--- src/design/pwm_pkg.sv ---
// Function
// - inhibit bit 0 of system control register suppresses the address latch strobe
// - each channel holds an 8-bit duty value setting pulse length per frame
// - 5-bit resolution uses only the five low duty bits
// - duty value is compared with a free-running frame counter to drive the pin
// - pin function select bit routes port 1 pin to modulator when 1; resets 0
// - resolution select bit set means 5-bit, clear means 8-bit; resets 0
// - two-bit prescaler codes 00..11 divide by 0.5, 1, 2, 4; resets 00
package pwm_pkg;
  localparam int NUM_CH = 8;
  localparam int CLK_PERIOD_NS = 4;
  // register indices; byte address is four times the index
  localparam logic [7:0] IDX_PINSEL = 8'h9b;
  localparam logic [7:0] IDX_SYSCTL = 8'hbf;
  localparam logic [7:0][7:0] IDX_CTRL = {8'hde, 8'hdd, 8'hdc, 8'hdb, 8'hd6, 8'hd5, 8'hd4, 8'hd3};
  localparam logic [7:0][7:0] IDX_DUTY = {8'hbe, 8'hbd, 8'hbc, 8'hbb, 8'hb6, 8'hb5, 8'hb4, 8'hb3};
  // field positions
  localparam int INHIBIT_BIT = 0;
  localparam int RES_BIT = 2;
  localparam int PRE_LSB = 0;
  localparam int PRE_MSB = 1;
  // values after reset
  localparam logic [7:0] PINSEL_RST = 8'h00;
  localparam logic INHIBIT_RST = 1'b0;
  localparam logic RES_RST = 1'b0;
  localparam logic [1:0] PRE_RST = 2'h0;
  localparam logic [7:0] DUTY_RST = 8'h00;
  // frame lengths
  localparam logic [7:0] FRAME5_LAST = 8'h1f;
  localparam logic [7:0] FRAME8_LAST = 8'hff;
  // clk_i runs at twice the oscillator rate so the 0.5 divisor is one tick per clock
  localparam int CLK_PER_OSC = 2;
  localparam int ALE_STROBE_OSC = 6;
  localparam int ALE_HIGH_OSC = 2;
  localparam logic [3:0] ALE_PERIOD_LAST = 4'(ALE_STROBE_OSC * CLK_PER_OSC - 1);
  localparam logic [3:0] ALE_HIGH_CYC = 4'(ALE_HIGH_OSC * CLK_PER_OSC);
  // prescaler code to divider mask, ticks every 1, 2, 4, 8 clocks
  localparam logic [3:0][2:0] PRE_MASK = {3'h7, 3'h3, 3'h1, 3'h0};

  typedef enum logic [1:0] {
    BUS_IDLE = 2'b00,
    BUS_ACK = 2'b01
  } bus_state_e;

  typedef struct packed {
    logic cyc;
    logic stb;
    logic we;
    logic [9:0] adr;
    logic [3:0] sel;
    logic [31:0] dat;
  } wb_req_s;

  typedef struct packed {
    logic ack;
    logic [31:0] dat;
  } wb_rsp_s;

  typedef struct packed {
    logic res5;
    logic [1:0] pre;
  } ch_ctrl_s;
endpackage

--- src/design/pwm_top.sv ---
`timescale 1ns/100ps
module pwm_top (
  input wire logic clk_i,
  input wire logic rst_i,
  input wire pwm_pkg::wb_req_s wb_i,
  output pwm_pkg::wb_rsp_s wb_o,
  input wire logic [7:0] p1_i,
  output logic [7:0] p1_o,
  output logic [7:0] p1_oe_n_o,
  input wire logic [7:0] gpio_out_i,
  input wire logic [7:0] gpio_oe_n_i,
  output logic [7:0] gpio_in_o,
  output logic ale_o
);
  import pwm_pkg::*;

  typedef struct packed {
    bus_state_e bus;
    logic [31:0] rdat;
    logic [7:0] pinsel;
    logic inhibit;
    ch_ctrl_s [NUM_CH-1:0] ctrl;
    logic [NUM_CH-1:0][7:0] duty;
    logic [2:0] div;
    logic [3:0] ale_cnt;
    logic ale;
    logic [7:0] p1o;
    logic [7:0] p1oe_n;
    logic [7:0] sync1;
    logic [7:0] sync2;
  } top_state_s;

  top_state_s q;
  top_state_s n;
  logic req;
  logic wr;
  logic [7:0] idx;
  logic [NUM_CH-1:0] tick_w;
  logic [NUM_CH-1:0] pwm_w;

  // one shared divider keeps all channels of equal prescale in phase
  genvar g;
  generate
    for (g = 0; g < NUM_CH; g++) begin : g_ch
      assign tick_w[g] = (q.div & PRE_MASK[q.ctrl[g].pre]) == 3'h0;
      pwm_channel u_ch (
        .clk_i(clk_i),
        .rst_i(rst_i),
        .tick_i(tick_w[g]),
        .ctrl_i(q.ctrl[g]),
        .duty_i(q.duty[g]),
        .pwm_o(pwm_w[g])
      );
    end
  endgenerate

  always_comb begin
    n = q;
    idx = wb_i.adr[9:2];
    req = wb_i.cyc && wb_i.stb && (q.bus == BUS_IDLE);
    wr = req && wb_i.we && wb_i.sel[0];
    n.bus = req ? BUS_ACK : BUS_IDLE;
    n.rdat = 32'h0;
    // unmapped index acks with zero data and drops the write
    if (idx == IDX_PINSEL) begin
      n.rdat[7:0] = q.pinsel;
      if (wr) begin
        n.pinsel = wb_i.dat[7:0];
      end
    end else if (idx == IDX_SYSCTL) begin
      n.rdat[INHIBIT_BIT] = q.inhibit;
      if (wr) begin
        n.inhibit = wb_i.dat[INHIBIT_BIT];
      end
    end else begin
      for (int i = 0; i < NUM_CH; i++) begin
        if (idx == IDX_CTRL[i]) begin
          n.rdat[RES_BIT] = q.ctrl[i].res5;
          n.rdat[PRE_MSB:PRE_LSB] = q.ctrl[i].pre;
          if (wr) begin
            n.ctrl[i].res5 = wb_i.dat[RES_BIT];
            n.ctrl[i].pre = wb_i.dat[PRE_MSB:PRE_LSB];
          end
        end else if (idx == IDX_DUTY[i]) begin
          n.rdat[7:0] = q.duty[i];
          if (wr) begin
            n.duty[i] = wb_i.dat[7:0];
          end
        end
      end
    end
    n.div = q.div + 3'h1;
    n.ale_cnt = (q.ale_cnt == ALE_PERIOD_LAST) ? 4'h0 : q.ale_cnt + 4'h1;
    n.ale = (q.ale_cnt < ALE_HIGH_CYC) && !q.inhibit;
    for (int i = 0; i < NUM_CH; i++) begin
      n.p1o[i] = q.pinsel[i] ? pwm_w[i] : gpio_out_i[i];
      n.p1oe_n[i] = q.pinsel[i] ? 1'b0 : gpio_oe_n_i[i];
    end
    n.sync1 = p1_i;
    n.sync2 = q.sync1;
  end

  always_ff @(posedge clk_i) begin
    if (rst_i) begin
      q <= '0;
      q.bus <= BUS_IDLE;
      q.pinsel <= PINSEL_RST;
      q.inhibit <= INHIBIT_RST;
      for (int i = 0; i < NUM_CH; i++) begin
        q.ctrl[i].res5 <= RES_RST;
        q.ctrl[i].pre <= PRE_RST;
        q.duty[i] <= DUTY_RST;
      end
      q.p1oe_n <= 8'hff;
    end else begin
      q <= n;
    end
  end

  assign wb_o.ack = q.bus == BUS_ACK;
  assign wb_o.dat = q.rdat;
  assign p1_o = q.p1o;
  assign p1_oe_n_o = q.p1oe_n;
  assign gpio_in_o = q.sync2;
  assign ale_o = q.ale;
endmodule // pwm_top

--- src/design/pwm_channel.sv ---
`timescale 1ns/100ps
module pwm_channel (
  input wire logic clk_i,
  input wire logic rst_i,
  input wire logic tick_i,
  input wire pwm_pkg::ch_ctrl_s ctrl_i,
  input wire logic [7:0] duty_i,
  output logic pwm_o
);
  import pwm_pkg::*;

  typedef struct packed {
    logic [7:0] cnt;
    logic [7:0] duty;
    logic res5;
    logic pwm;
  } ch_state_s;

  ch_state_s q;
  ch_state_s n;
  logic frame_end;
  logic [7:0] eff_duty;

  always_comb begin
    n = q;
    frame_end = q.cnt == (q.res5 ? FRAME5_LAST : FRAME8_LAST);
    eff_duty = q.res5 ? {3'h0, q.duty[4:0]} : q.duty;
    if (tick_i) begin
      if (frame_end) begin
        n.cnt = 8'h00;
        n.duty = duty_i;
        n.res5 = ctrl_i.res5;
      end else begin
        n.cnt = q.cnt + 8'h01;
      end
    end
    n.pwm = q.cnt < eff_duty;
  end

  always_ff @(posedge clk_i) begin
    if (rst_i) begin
      q <= '0;
      q.duty <= DUTY_RST;
      q.res5 <= RES_RST;
    end else begin
      q <= n;
    end
  end

  assign pwm_o = q.pwm;
endmodule // pwm_channel

--- config.mk ---
export PLATFORM = sky130hd
export DESIGN_NAME = pwm_top
export DESIGN_NICKNAME = d
export VERILOG_FILES = /design/src/design/pwm_pkg.sv /design/src/design/pwm_top.sv /design/src/design/pwm_channel.sv
export SDC_FILE = /design/constraint.sdc
export NUM_CORES = 1
export LEC_CHECK = 0
export BUFFER_PORTS_ARGS = -buffer_cell sky130_fd_sc_hd__buf_2
export CORE_UTILIZATION = 60
export CTS_CLUSTER_DIAMETER = 150
export DETAILED_ROUTE_END_ITERATION = 7
export PLACE_DENSITY = 0.8
export SLEW_MARGIN = 25
export SYNTH_ARGS = -nofsm -noshare
export SYNTH_HDL_FRONTEND = slang
export SYNTH_HIERARCHICAL = 1
export SYNTH_SLANG_ARGS = --single-unit
--- constraint.sdc ---
create_clock -name clk_i -period 2.52 [get_ports clk_i]
set_clock_uncertainty 0.2 [all_clocks]
set_input_delay 0.504 -clock clk_i [delete_from_list [all_inputs] [get_ports clk_i]]
set_output_delay 0.504 -clock clk_i [all_outputs]
set_load 0.005 [all_outputs]
==> impl_metrics.env, run 1 <==
export IMPL_outcome="completed"
export IMPL_synth_warnings=6
export IMPL_yosysTopAreaCellShare_pct=40.3
export IMPL_grt_max_degree=88
export IMPL_fin_area_um2=16400
export IMPL_dp_cells=1903
export IMPL_yosysSeqAreaShare_pct=40.3
export IMPL_area_growth_pct=13.8
export IMPL_grt_pass1_vias=10942
export IMPL_synth_edf_count=0
export IMPL_clk_latency_ns=0.56
export IMPL_arrival_ns=2.56
export IMPL_clkSinkCount=290
export IMPL_initial_utilization_pct=61.3
export IMPL_hold_buffers=20
export IMPL_pin_count=133
export IMPL_drt_total_wl_um=36800
export IMPL_powerDensity_nw_per_um2=611
export IMPL_post_route_drc_count=0
export IMPL_grt_pass1_wl_um=57700
export IMPL_die_area_um2=24600
export IMPL_cp_slowest_cell="or2_2"
export IMPL_finalCoreUtilization_pct=69.8
export IMPL_place_gp_congestion=0.927
export IMPL_setup_viol=0
export IMPL_dr_first_iter_drc_count=1017
export IMPL_first_pass_iters=6
export IMPL_layout_area_seq_um2=5810
export IMPL_maxCapViolations=0
export IMPL_antenna_found_initial=1
export IMPL_hp_class="input port to register"
export IMPL_preCtsSetupSlack_ns=-0.140
export IMPL_fin_nets=1778
export IMPL_dp_hpwl_um=26200
export IMPL_synth_area_leaders="dfxtp_1 40%, mux2i_1 12%, nor2_1 7.1%"
export IMPL_placedInstanceArea_um2=15100
export IMPL_syn_inst=1538
export IMPL_cts_root_buf="clkbuf_16"
export IMPL_via_count=11561
export IMPL_worst_slack_ns=0.185
export IMPL_fillCellCount=1780
export IMPL_hold_worst_slack_ns=0.00860
export IMPL_timing_setup_tns_ns=0
export IMPL_finalPower_mw=10.0
export IMPL_period_share_pct=92.6
export IMPL_rsz0062_at_grt="no"
export IMPL_ctsResizeCount=0
export IMPL_finalHoldViolations=0
export IMPL_synth_ff_type="dfxtp_1"
export IMPL_rows=56
export IMPL_timing_critical_path_buf_inv=1
export IMPL_multiInputGateArea_um2=7660
export IMPL_cp_end_kind="register"
export IMPL_cp_slowest_stage_delay_ns=0.45
export IMPL_async_flop_share_pct=0
export IMPL_cts_made_buffers=31
export IMPL_worstPathRequired_ns=2.75
export IMPL_syn_area_um2=14400
export IMPL_vdd_drop_max_uv=507
export IMPL_crit_type="register to register"
export IMPL_path_clk_slew_ns=0.06
export IMPL_syn_area_per_cell_um2=9.36
export IMPL_core_area_um2=23500
export IMPL_htree_levels=1
export IMPL_grt_usage_pct=30.0
export IMPL_stdcell_count=1979
export IMPL_finalCriticalPeriod_ns=2.33
export IMPL_die_h_um=157
export IMPL_synth_distinct_cells=80
export IMPL_cts_buffer_depth=3
export IMPL_drive_above_1_share_pct=16.1
export IMPL_via_per_inst=5.84
export IMPL_final_max_slew_violation_count=0
export IMPL_crit_family="simple AND/OR/NAND/NOR gates"
export IMPL_wl_per_cell_um=18.6
export IMPL_cts_setup_buffers=0
export IMPL_tritoncts="yes"
export IMPL_p_leak_nw=7.08
export IMPL_ys_seq_elements=290
export IMPL_start_kind="register"
export IMPL_tightest_slew_ns=0.662
export IMPL_place_port_buffers=79
export IMPL_fmax_mhz=428
export IMPL_ant_nets=0
export IMPL_slew_headroom_pct=55.8
export IMPL_path_cells="or2_2 > a21oi_1 > and4_1 > o211ai_1 > buf_4 > mux2i_1 > nor2_1"
export IMPL_crit_fanout=9
export IMPL_overflow=0
export IMPL_yosys_area_top_type="dfxtp_1"
export IMPL_fp_dieW_um=157
==> Yosys cell counts, types with 10 or more instances <==
cell / n
nor2b_1: 23
nand4_1: 27
ha_1: 66
nor3_1: 13
nand2_1: 46
a21oi_1: 41
dfxtp_1: 290
clkbuf_1: 50
nand3_1: 24
buf_4: 70
o21a_1: 10
o211ai_1: 22
a211oi_1: 14
inv_1: 43
a21o_1: 16
mux2i_1: 176
o2111ai_1: 13
a31oi_1: 14
buf_2: 19
xnor2_1: 26
and4b_1: 10
xor2_1: 33
o21ai_0: 20
nand2b_1: 30
a22oi_1: 19
nor2_1: 272
a2111oi_2: 10
==> power by group <==
part,total [mW],internal [mW],switching (mW)
sequential,4.74,4.67,0.0752
combinational,0.699,0.281,0.418
clock,4.57,2.73,1.85
==> state kept, by name, summed over array words and instances, names as in the netlist <==
signal	cells
gpio_in_o	8
p1_oe_n_o	8
ale_o	1
q	105
g_ch.u_ch/q	136
g_ch.u_ch/pwm_o	8
wb_o	8
p1_o	8
n	8
==> kinds of logic (layout without fill, tap and decap cells) <==
logic type | Yosys count | in the layout | share of synthesized area, %
AND/OR/NAND/NOR | 535 | 535 | 19.6
flip-flops | 290 | 290 | 40.3
AO/OA/AOI/OAI | 219 | 219 | 11.3
buffers and inverters | 190 | 288 | 7.06
multiplexers | 178 | 178 | 12.4
adder cells (fa/ha/maj) | 66 | 66 | 5.74
XOR/XNOR | 59 | 59 | 3.59
other | 1 | 25 | 0.0261
==> worst min-delay path: cells and delay by family <==
family	cells	cell delay (ns)
and+or+nand+nor	1	0.09
buffers and inverters	1	0.08
muxes	1	0.05
==> area by class of cell <==
class                   count  area share [%]
multi-input cells        1081            46.7
flip-flops and latches    290            35.4
repair buffers            189            8.04
clock buffers              40            5.31
well taps                 319            2.44
inverters                  44            1.01
clock inverters            15           0.993
diodes                      1          0.0153
==> placed cells by master, fill, tap and decap left out, types with 10 or more instances in the layout <==
cell type,instances
dlygate4sd3_1,20
nand4_1,27
xnor2_1,26
conb_1,24
buf_2,78
ha_1,66
a31oi_1,14
a211oi_1,14
xor2_1,33
nand2_1,46
nor2b_1,23
nand2b_1,30
nor2_1,272
dfxtp_1,290
buf_4,87
a2111oi_2,10
a21oi_1,41
nor3_1,13
and4b_1,10
mux2i_1,176
o21a_1,10
a21o_1,16
inv_1,43
clkbuf_16,31
o21ai_0,20
o211ai_1,22
o2111ai_1,13
a22oi_1,19
nand3_1,24
==> path summary, 6_finish.rpt <==
kind / from / endpoint / slack (ns) / depth (start not counted)
max reg2reg: q[37] / g_ch[7].u_ch/q[3] / 0.19 / 7
min: gpio_out_i[6] / p1_o[6] / 0.009 / 3
max: q[37] / g_ch[7].u_ch/q[3] / 0.19 / 7
min reg2reg: n[4] / gpio_in_o[4] / 0.23 / 1
==> per-layer routing <==
layer  track usage [%]  share of wire [%]  vias to the layer above
met2              49.8                 46                      348
met4              11.1                3.5                        0
li1                  -                  -                     5552
met1              39.5                 44                     5567
met5                 0                  0                        -
met3              4.43                6.1                       94
Power figures use the tool's default switching activity.
==> run 2: changes to the inputs <==
- CORE_ASPECT_RATIO: unset -> 0.75
==> impl_metrics.env, run 2 (synthesis gave the netlist of run 1 again) <==
export IMPL_outcome="completed"
export IMPL_worstPathRequired_ns=2.74
export IMPL_arrival_ns=2.61
export IMPL_drive_above_1_share_pct=16.4
export IMPL_final_common_cell="dfxtp_1"
export IMPL_crit_type="register to register"
export IMPL_period_share_pct=94.5
export IMPL_setup_viol=0
export IMPL_stdcell_count=1965
export IMPL_final_max_slew_violation_count=0
export IMPL_largestRegisters="g_ch.u_ch/q: 136 flops, q: 105 flops"
export IMPL_drt_total_wl_um=38400
export IMPL_vdd_drop_max_uv=573
export IMPL_place_gp_congestion=0.983
export IMPL_fmax_mhz=420
export IMPL_worst_slack_ns=0.139
export IMPL_p_leak_nw=7.10
export IMPL_fin_nets=1787
export IMPL_cts_buffer_depth=3
export IMPL_wl_per_cell_um=19.5
export IMPL_largest_reg_flops=136
export IMPL_multiInputGateArea_um2=7660
export IMPL_antenna_found_initial=1
export IMPL_rsz0062_at_grt="no"
export IMPL_dr_first_iter_drc_count=967
export IMPL_powerDensity_nw_per_um2=593
export IMPL_top_register="g_ch.u_ch/q"
export IMPL_place_port_buffers=79
export IMPL_grt_max_degree=88
export IMPL_layout_area_seq_um2=5810
export IMPL_tritoncts="yes"
export IMPL_cp_end_kind="register"
export IMPL_r2r_slack_ns=0.14
export IMPL_grt_pass1_vias=11058
export IMPL_path_clk_slew_ns=0.06
export IMPL_preCtsSetupSlack_ns=-0.0910
export IMPL_fp_dieW_um=181
export IMPL_ant_nets=0
export IMPL_core_area_um2=23200
export IMPL_via_count=11564
export IMPL_fillCellCount=1788
export IMPL_finalPower_mw=9.73
export IMPL_overflow=0
export IMPL_dp_cells=1895
export IMPL_slew_headroom_pct=56.5
export IMPL_maxCapViolations=0
export IMPL_first_pass_iters=7
export IMPL_initial_utilization_pct=61.9
export IMPL_clk_latency_ns=0.55
export IMPL_area_growth_pct=13.9
export IMPL_via_per_inst=5.88
export IMPL_tightest_slew_ns=0.652
export IMPL_rows=48
export IMPL_finalHoldViolations=0
export IMPL_cts_made_buffers=29
export IMPL_clkSinkCount=290
export IMPL_finalCriticalPeriod_ns=2.38
export IMPL_die_area_um2=24600
export IMPL_fin_area_um2=16400
export IMPL_cts_root_buf="clkbuf_16"
export IMPL_grt_usage_pct=31.2
export IMPL_start_kind="register"
export IMPL_grt_pass1_wl_um=60000
export IMPL_dp_hpwl_um=27600
export IMPL_pin_count=133
export IMPL_final_cell_mix="290 x dfxtp_1, 272 x nor2_1, 176 x mux2i_1, 94 x buf_4, 78 x buf_2"
export IMPL_post_route_drc_count=0
export IMPL_die_h_um=136
export IMPL_crit_fanout=8
export IMPL_htree_levels=1
export IMPL_hp_class="input port to register"
export IMPL_placedInstanceArea_um2=15300
==> run 2: cell count changes in the layout (fill, tap and decap cells not counted), sizes merged <==
cell and change:
clkinvlp -1, buf +11, bufinv -2, inv +1, clkinv -4
==> run 2: stage by stage <==
| stage | TNS [ns] | util, % | hold slack (ns) |
|---|---|---|---|
| 2_1_floorplan | 0 | - | 0.214 |
| 3_3_place_gp | -0.223 | 65.6 | 0.216 |
| 3_5_place_dp | -0.550 | 65.6 | 0.224 |
| 4_1_cts | 0 | 70.5 | 0.000119 |
| 5_1_grt | 0 | 70.5 | 0.0357 |
| 6_report | 0 | 70.5 | 0.0180 |
==> run 2: critical path: stages, from the launching register on <==
cell	delay, ns
dfxtp_1	0.31
or2_2	0.44
a22oi_1	0.40
and4_1	0.27
o211ai_1	0.18
buf_4	0.24
mux2i_1	0.17
nor2_1	0.05
==> run 2: cell type report <==
class                           count  share of cell area, %
Multi-Input combinational cell   1081                   46.7
Sequential cell                   290                   35.4
Timing Repair Buffer              200                   8.84
Clock buffer                       40                   5.23
Tap cell                          300                   2.29
Inverter                           44                   1.01
Clock inverter                      9                  0.511
Antenna cell                        1                 0.0153
==> run 2: where the power goes <==
part,switching [mW],total [mW],internal [mW]
sequential,0.0715,4.74,4.67
clock,1.80,4.26,2.46
combinational,0.434,0.728,0.295
==> run 2: timing repair <==
item	in CTS	in global routing
gates resized for setup	0	0
hold buffers	20	0
hold endpoints to repair	20	0
buffers inserted	0	0
==> run 2: final timing paths <==
path	from	to	depth (start not counted)
worst max-delay path	q[37]	g_ch[6].u_ch/q[8]	7
worst min-delay path	gpio_out_i[0]	p1_o[0]	3
worst max register to register	q[37]	g_ch[6].u_ch/q[8]	7
worst min register to register	n[2]	gpio_in_o[2]	1
==> run 2: layer usage <==
metal	routed length, µm	global-route usage (%)
met5	0	0
met4	907	7.93
met3	3160	7.21
met2	16800	49.1
met1	17500	43.0
==> run 3: changes to the inputs <==
- RECOVER_POWER: unset -> 25
==> impl_metrics.env, run 3 (synthesis gave the netlist of run 1 again) <==
export IMPL_drive_above_1_share_pct=15.2
export IMPL_pin_count=133
export IMPL_crit_family="simple AND/OR/NAND/NOR gates"
export IMPL_cts_buffer_depth=3
export IMPL_period_share_pct=94.7
export IMPL_fin_area_um2=16300
export IMPL_start_kind="register"
export IMPL_first_pass_iters=5
export IMPL_placedInstanceArea_um2=15300
export IMPL_worstPathRequired_ns=2.74
export IMPL_fillCellCount=1805
export IMPL_dp_hpwl_um=27600
export IMPL_fmax_mhz=419
export IMPL_place_port_buffers=79
export IMPL_area_growth_pct=13.5
export IMPL_core_area_um2=23200
export IMPL_path_cells="or2_2 > a22oi_1 > and4_1 > o211ai_1 > buf_4 > mux2i_1 > nor2_1"
export IMPL_fp_dieW_um=181
export IMPL_reg2reg_to="g_ch[6].u_ch/q[8]"
export IMPL_p_leak_nw=7.02
export IMPL_final_common_cell="dfxtp_1"
export IMPL_antenna_found_initial=1
export IMPL_wl_per_cell_um=19.5
export IMPL_finalHoldViolations=0
export IMPL_hp_start="gpio_out_i[0]"
export IMPL_cp_slowest_cell="or2_2"
export IMPL_r2r_start="q[37]"
export IMPL_cts_setup_buffers=0
export IMPL_via_count=11544
export IMPL_vdd_drop_max_uv=573
export IMPL_htree_levels=1
export IMPL_finalCriticalPeriod_ns=2.39
export IMPL_die_area_um2=24600
export IMPL_die_h_um=136
export IMPL_crit_type="register to register"
export IMPL_clkSinkCount=290
export IMPL_place_gp_congestion=0.983
export IMPL_cts_made_buffers=29
export IMPL_grt_usage_pct=31.2
export IMPL_largest_reg_flops=136
export IMPL_post_route_drc_count=0
export IMPL_rsz0062_at_grt="no"
export IMPL_hold_worst_slack_ns=0.0173
export IMPL_drt_total_wl_um=38300
export IMPL_overflow=0
export IMPL_top_register="g_ch.u_ch/q"
export IMPL_rows=48
export IMPL_tritoncts="yes"
export IMPL_initial_utilization_pct=61.9
export IMPL_cts_root_buf="clkbuf_16"
export IMPL_hp_class="input port to register"
export IMPL_timing_setup_tns_ns=0
export IMPL_setup_viol=0
export IMPL_powerDensity_nw_per_um2=594
export IMPL_worst_slack_ns=0.133
export IMPL_clk_latency_ns=0.55
export IMPL_maxCapViolations=0
export IMPL_cp_end_kind="register"
export IMPL_final_cell_mix="290 x dfxtp_1, 272 x nor2_1, 176 x mux2i_1, 93 x buf_4, 66 x ha_1"
export IMPL_grt_pass1_wl_um=60000
export IMPL_tightest_slew_ns=0.988
export IMPL_reg2reg_depth=7
export IMPL_slew_headroom_pct=34.1
export IMPL_dr_first_iter_drc_count=977
export IMPL_fin_nets=1787
export IMPL_hold_depth=3
export IMPL_grt_pass1_vias=11058
export IMPL_arrival_ns=2.61
export IMPL_largestRegisters="g_ch.u_ch/q: 136 flops, q: 105 flops"
export IMPL_via_per_inst=5.87
export IMPL_ctsResizeCount=0
export IMPL_final_max_slew_violation_count=0
export IMPL_timing_critical_path_buf_inv=1
export IMPL_crit_fanout=8
export IMPL_cp_slowest_stage_delay_ns=0.44
export IMPL_grt_max_degree=88
export IMPL_hold_path_end="p1_o[0]"
export IMPL_r2r_slack_ns=0.13
export IMPL_path_clk_slew_ns=0.06
export IMPL_ant_nets=0
export IMPL_preCtsSetupSlack_ns=-0.0910
export IMPL_outcome="completed"
[run 3: final cells by class]
cell class / count / area [µm²] / area share [%]
diodes: 2 / 5.00 / 0.0306
clock buffers: 40 / 857 / 5.25
clock inverters: 9 / 83.8 / 0.513
inverters: 44 / 165 / 1.01
multi-input cells: 1081 / 7650 / 46.9
flip-flops and latches: 290 / 5810 / 35.5
well taps: 300 / 375 / 2.30
repair buffers: 200 / 1390 / 8.50
[run 3: report_power, final]
group | leakage, nW | total (mW) | switching, mW | internal (mW)
logic | 4.20 | 0.718 | 0.433 | 0.285
registers | 2.35 | 4.74 | 0.0722 | 4.67
clock network | 0.468 | 4.25 | 1.79 | 2.46
total | 7.02 | 9.71 | 2.29 | 7.42
[run 3: repair_timing]
| item | 4_1_cts | 5_1_grt |
|---|---|---|
| hold buffers | 20 | 0 |
| hold endpoints to repair | 20 | 0 |
| setup endpoints to repair | 0 | 0 |
[run 3: metrics by stage]
stage	utilization [%]	cells	power (mW)
floorplan	-	1561	5.28
global placement	65.6	1895	5.50
detailed placement	65.6	1895	5.52
CTS	70.5	1964	9.78
global route	70.3	1965	10.0
finish	70.3	1966	9.71
[run 3: metal layers]
layer	global-route usage, %	routed length, µm
met2	49.1	16800
met4	7.93	892
met1	43.0	17500
met3	7.21	3160
met5	0	0
[run 3: worst min-delay path, delay by kind of cell]
kind / cells / cell delay (ns)
multiplexers: 1 / 0.05
buffers and inverters: 1 / 0.08
AND/OR/NAND/NOR: 1 / 0.08
[run 3: how the worst max path moves through the flow]
stage / startpoint / end / slack, ns / cells after the start
after floorplan: q[37] / g_ch[1].u_ch/q[2] / 0.26 / 10
after global placement: wb_i[38] / q[101] / -0.03 / 7
after detailed placement: wb_i[38] / q[97] / -0.09 / 7
after CTS: q[37] / g_ch[6].u_ch/q[9] / 0.17 / 7
after global routing: q[37] / g_ch[6].u_ch/q[7] / 0.05 / 7
final: q[37] / g_ch[6].u_ch/q[8] / 0.13 / 7
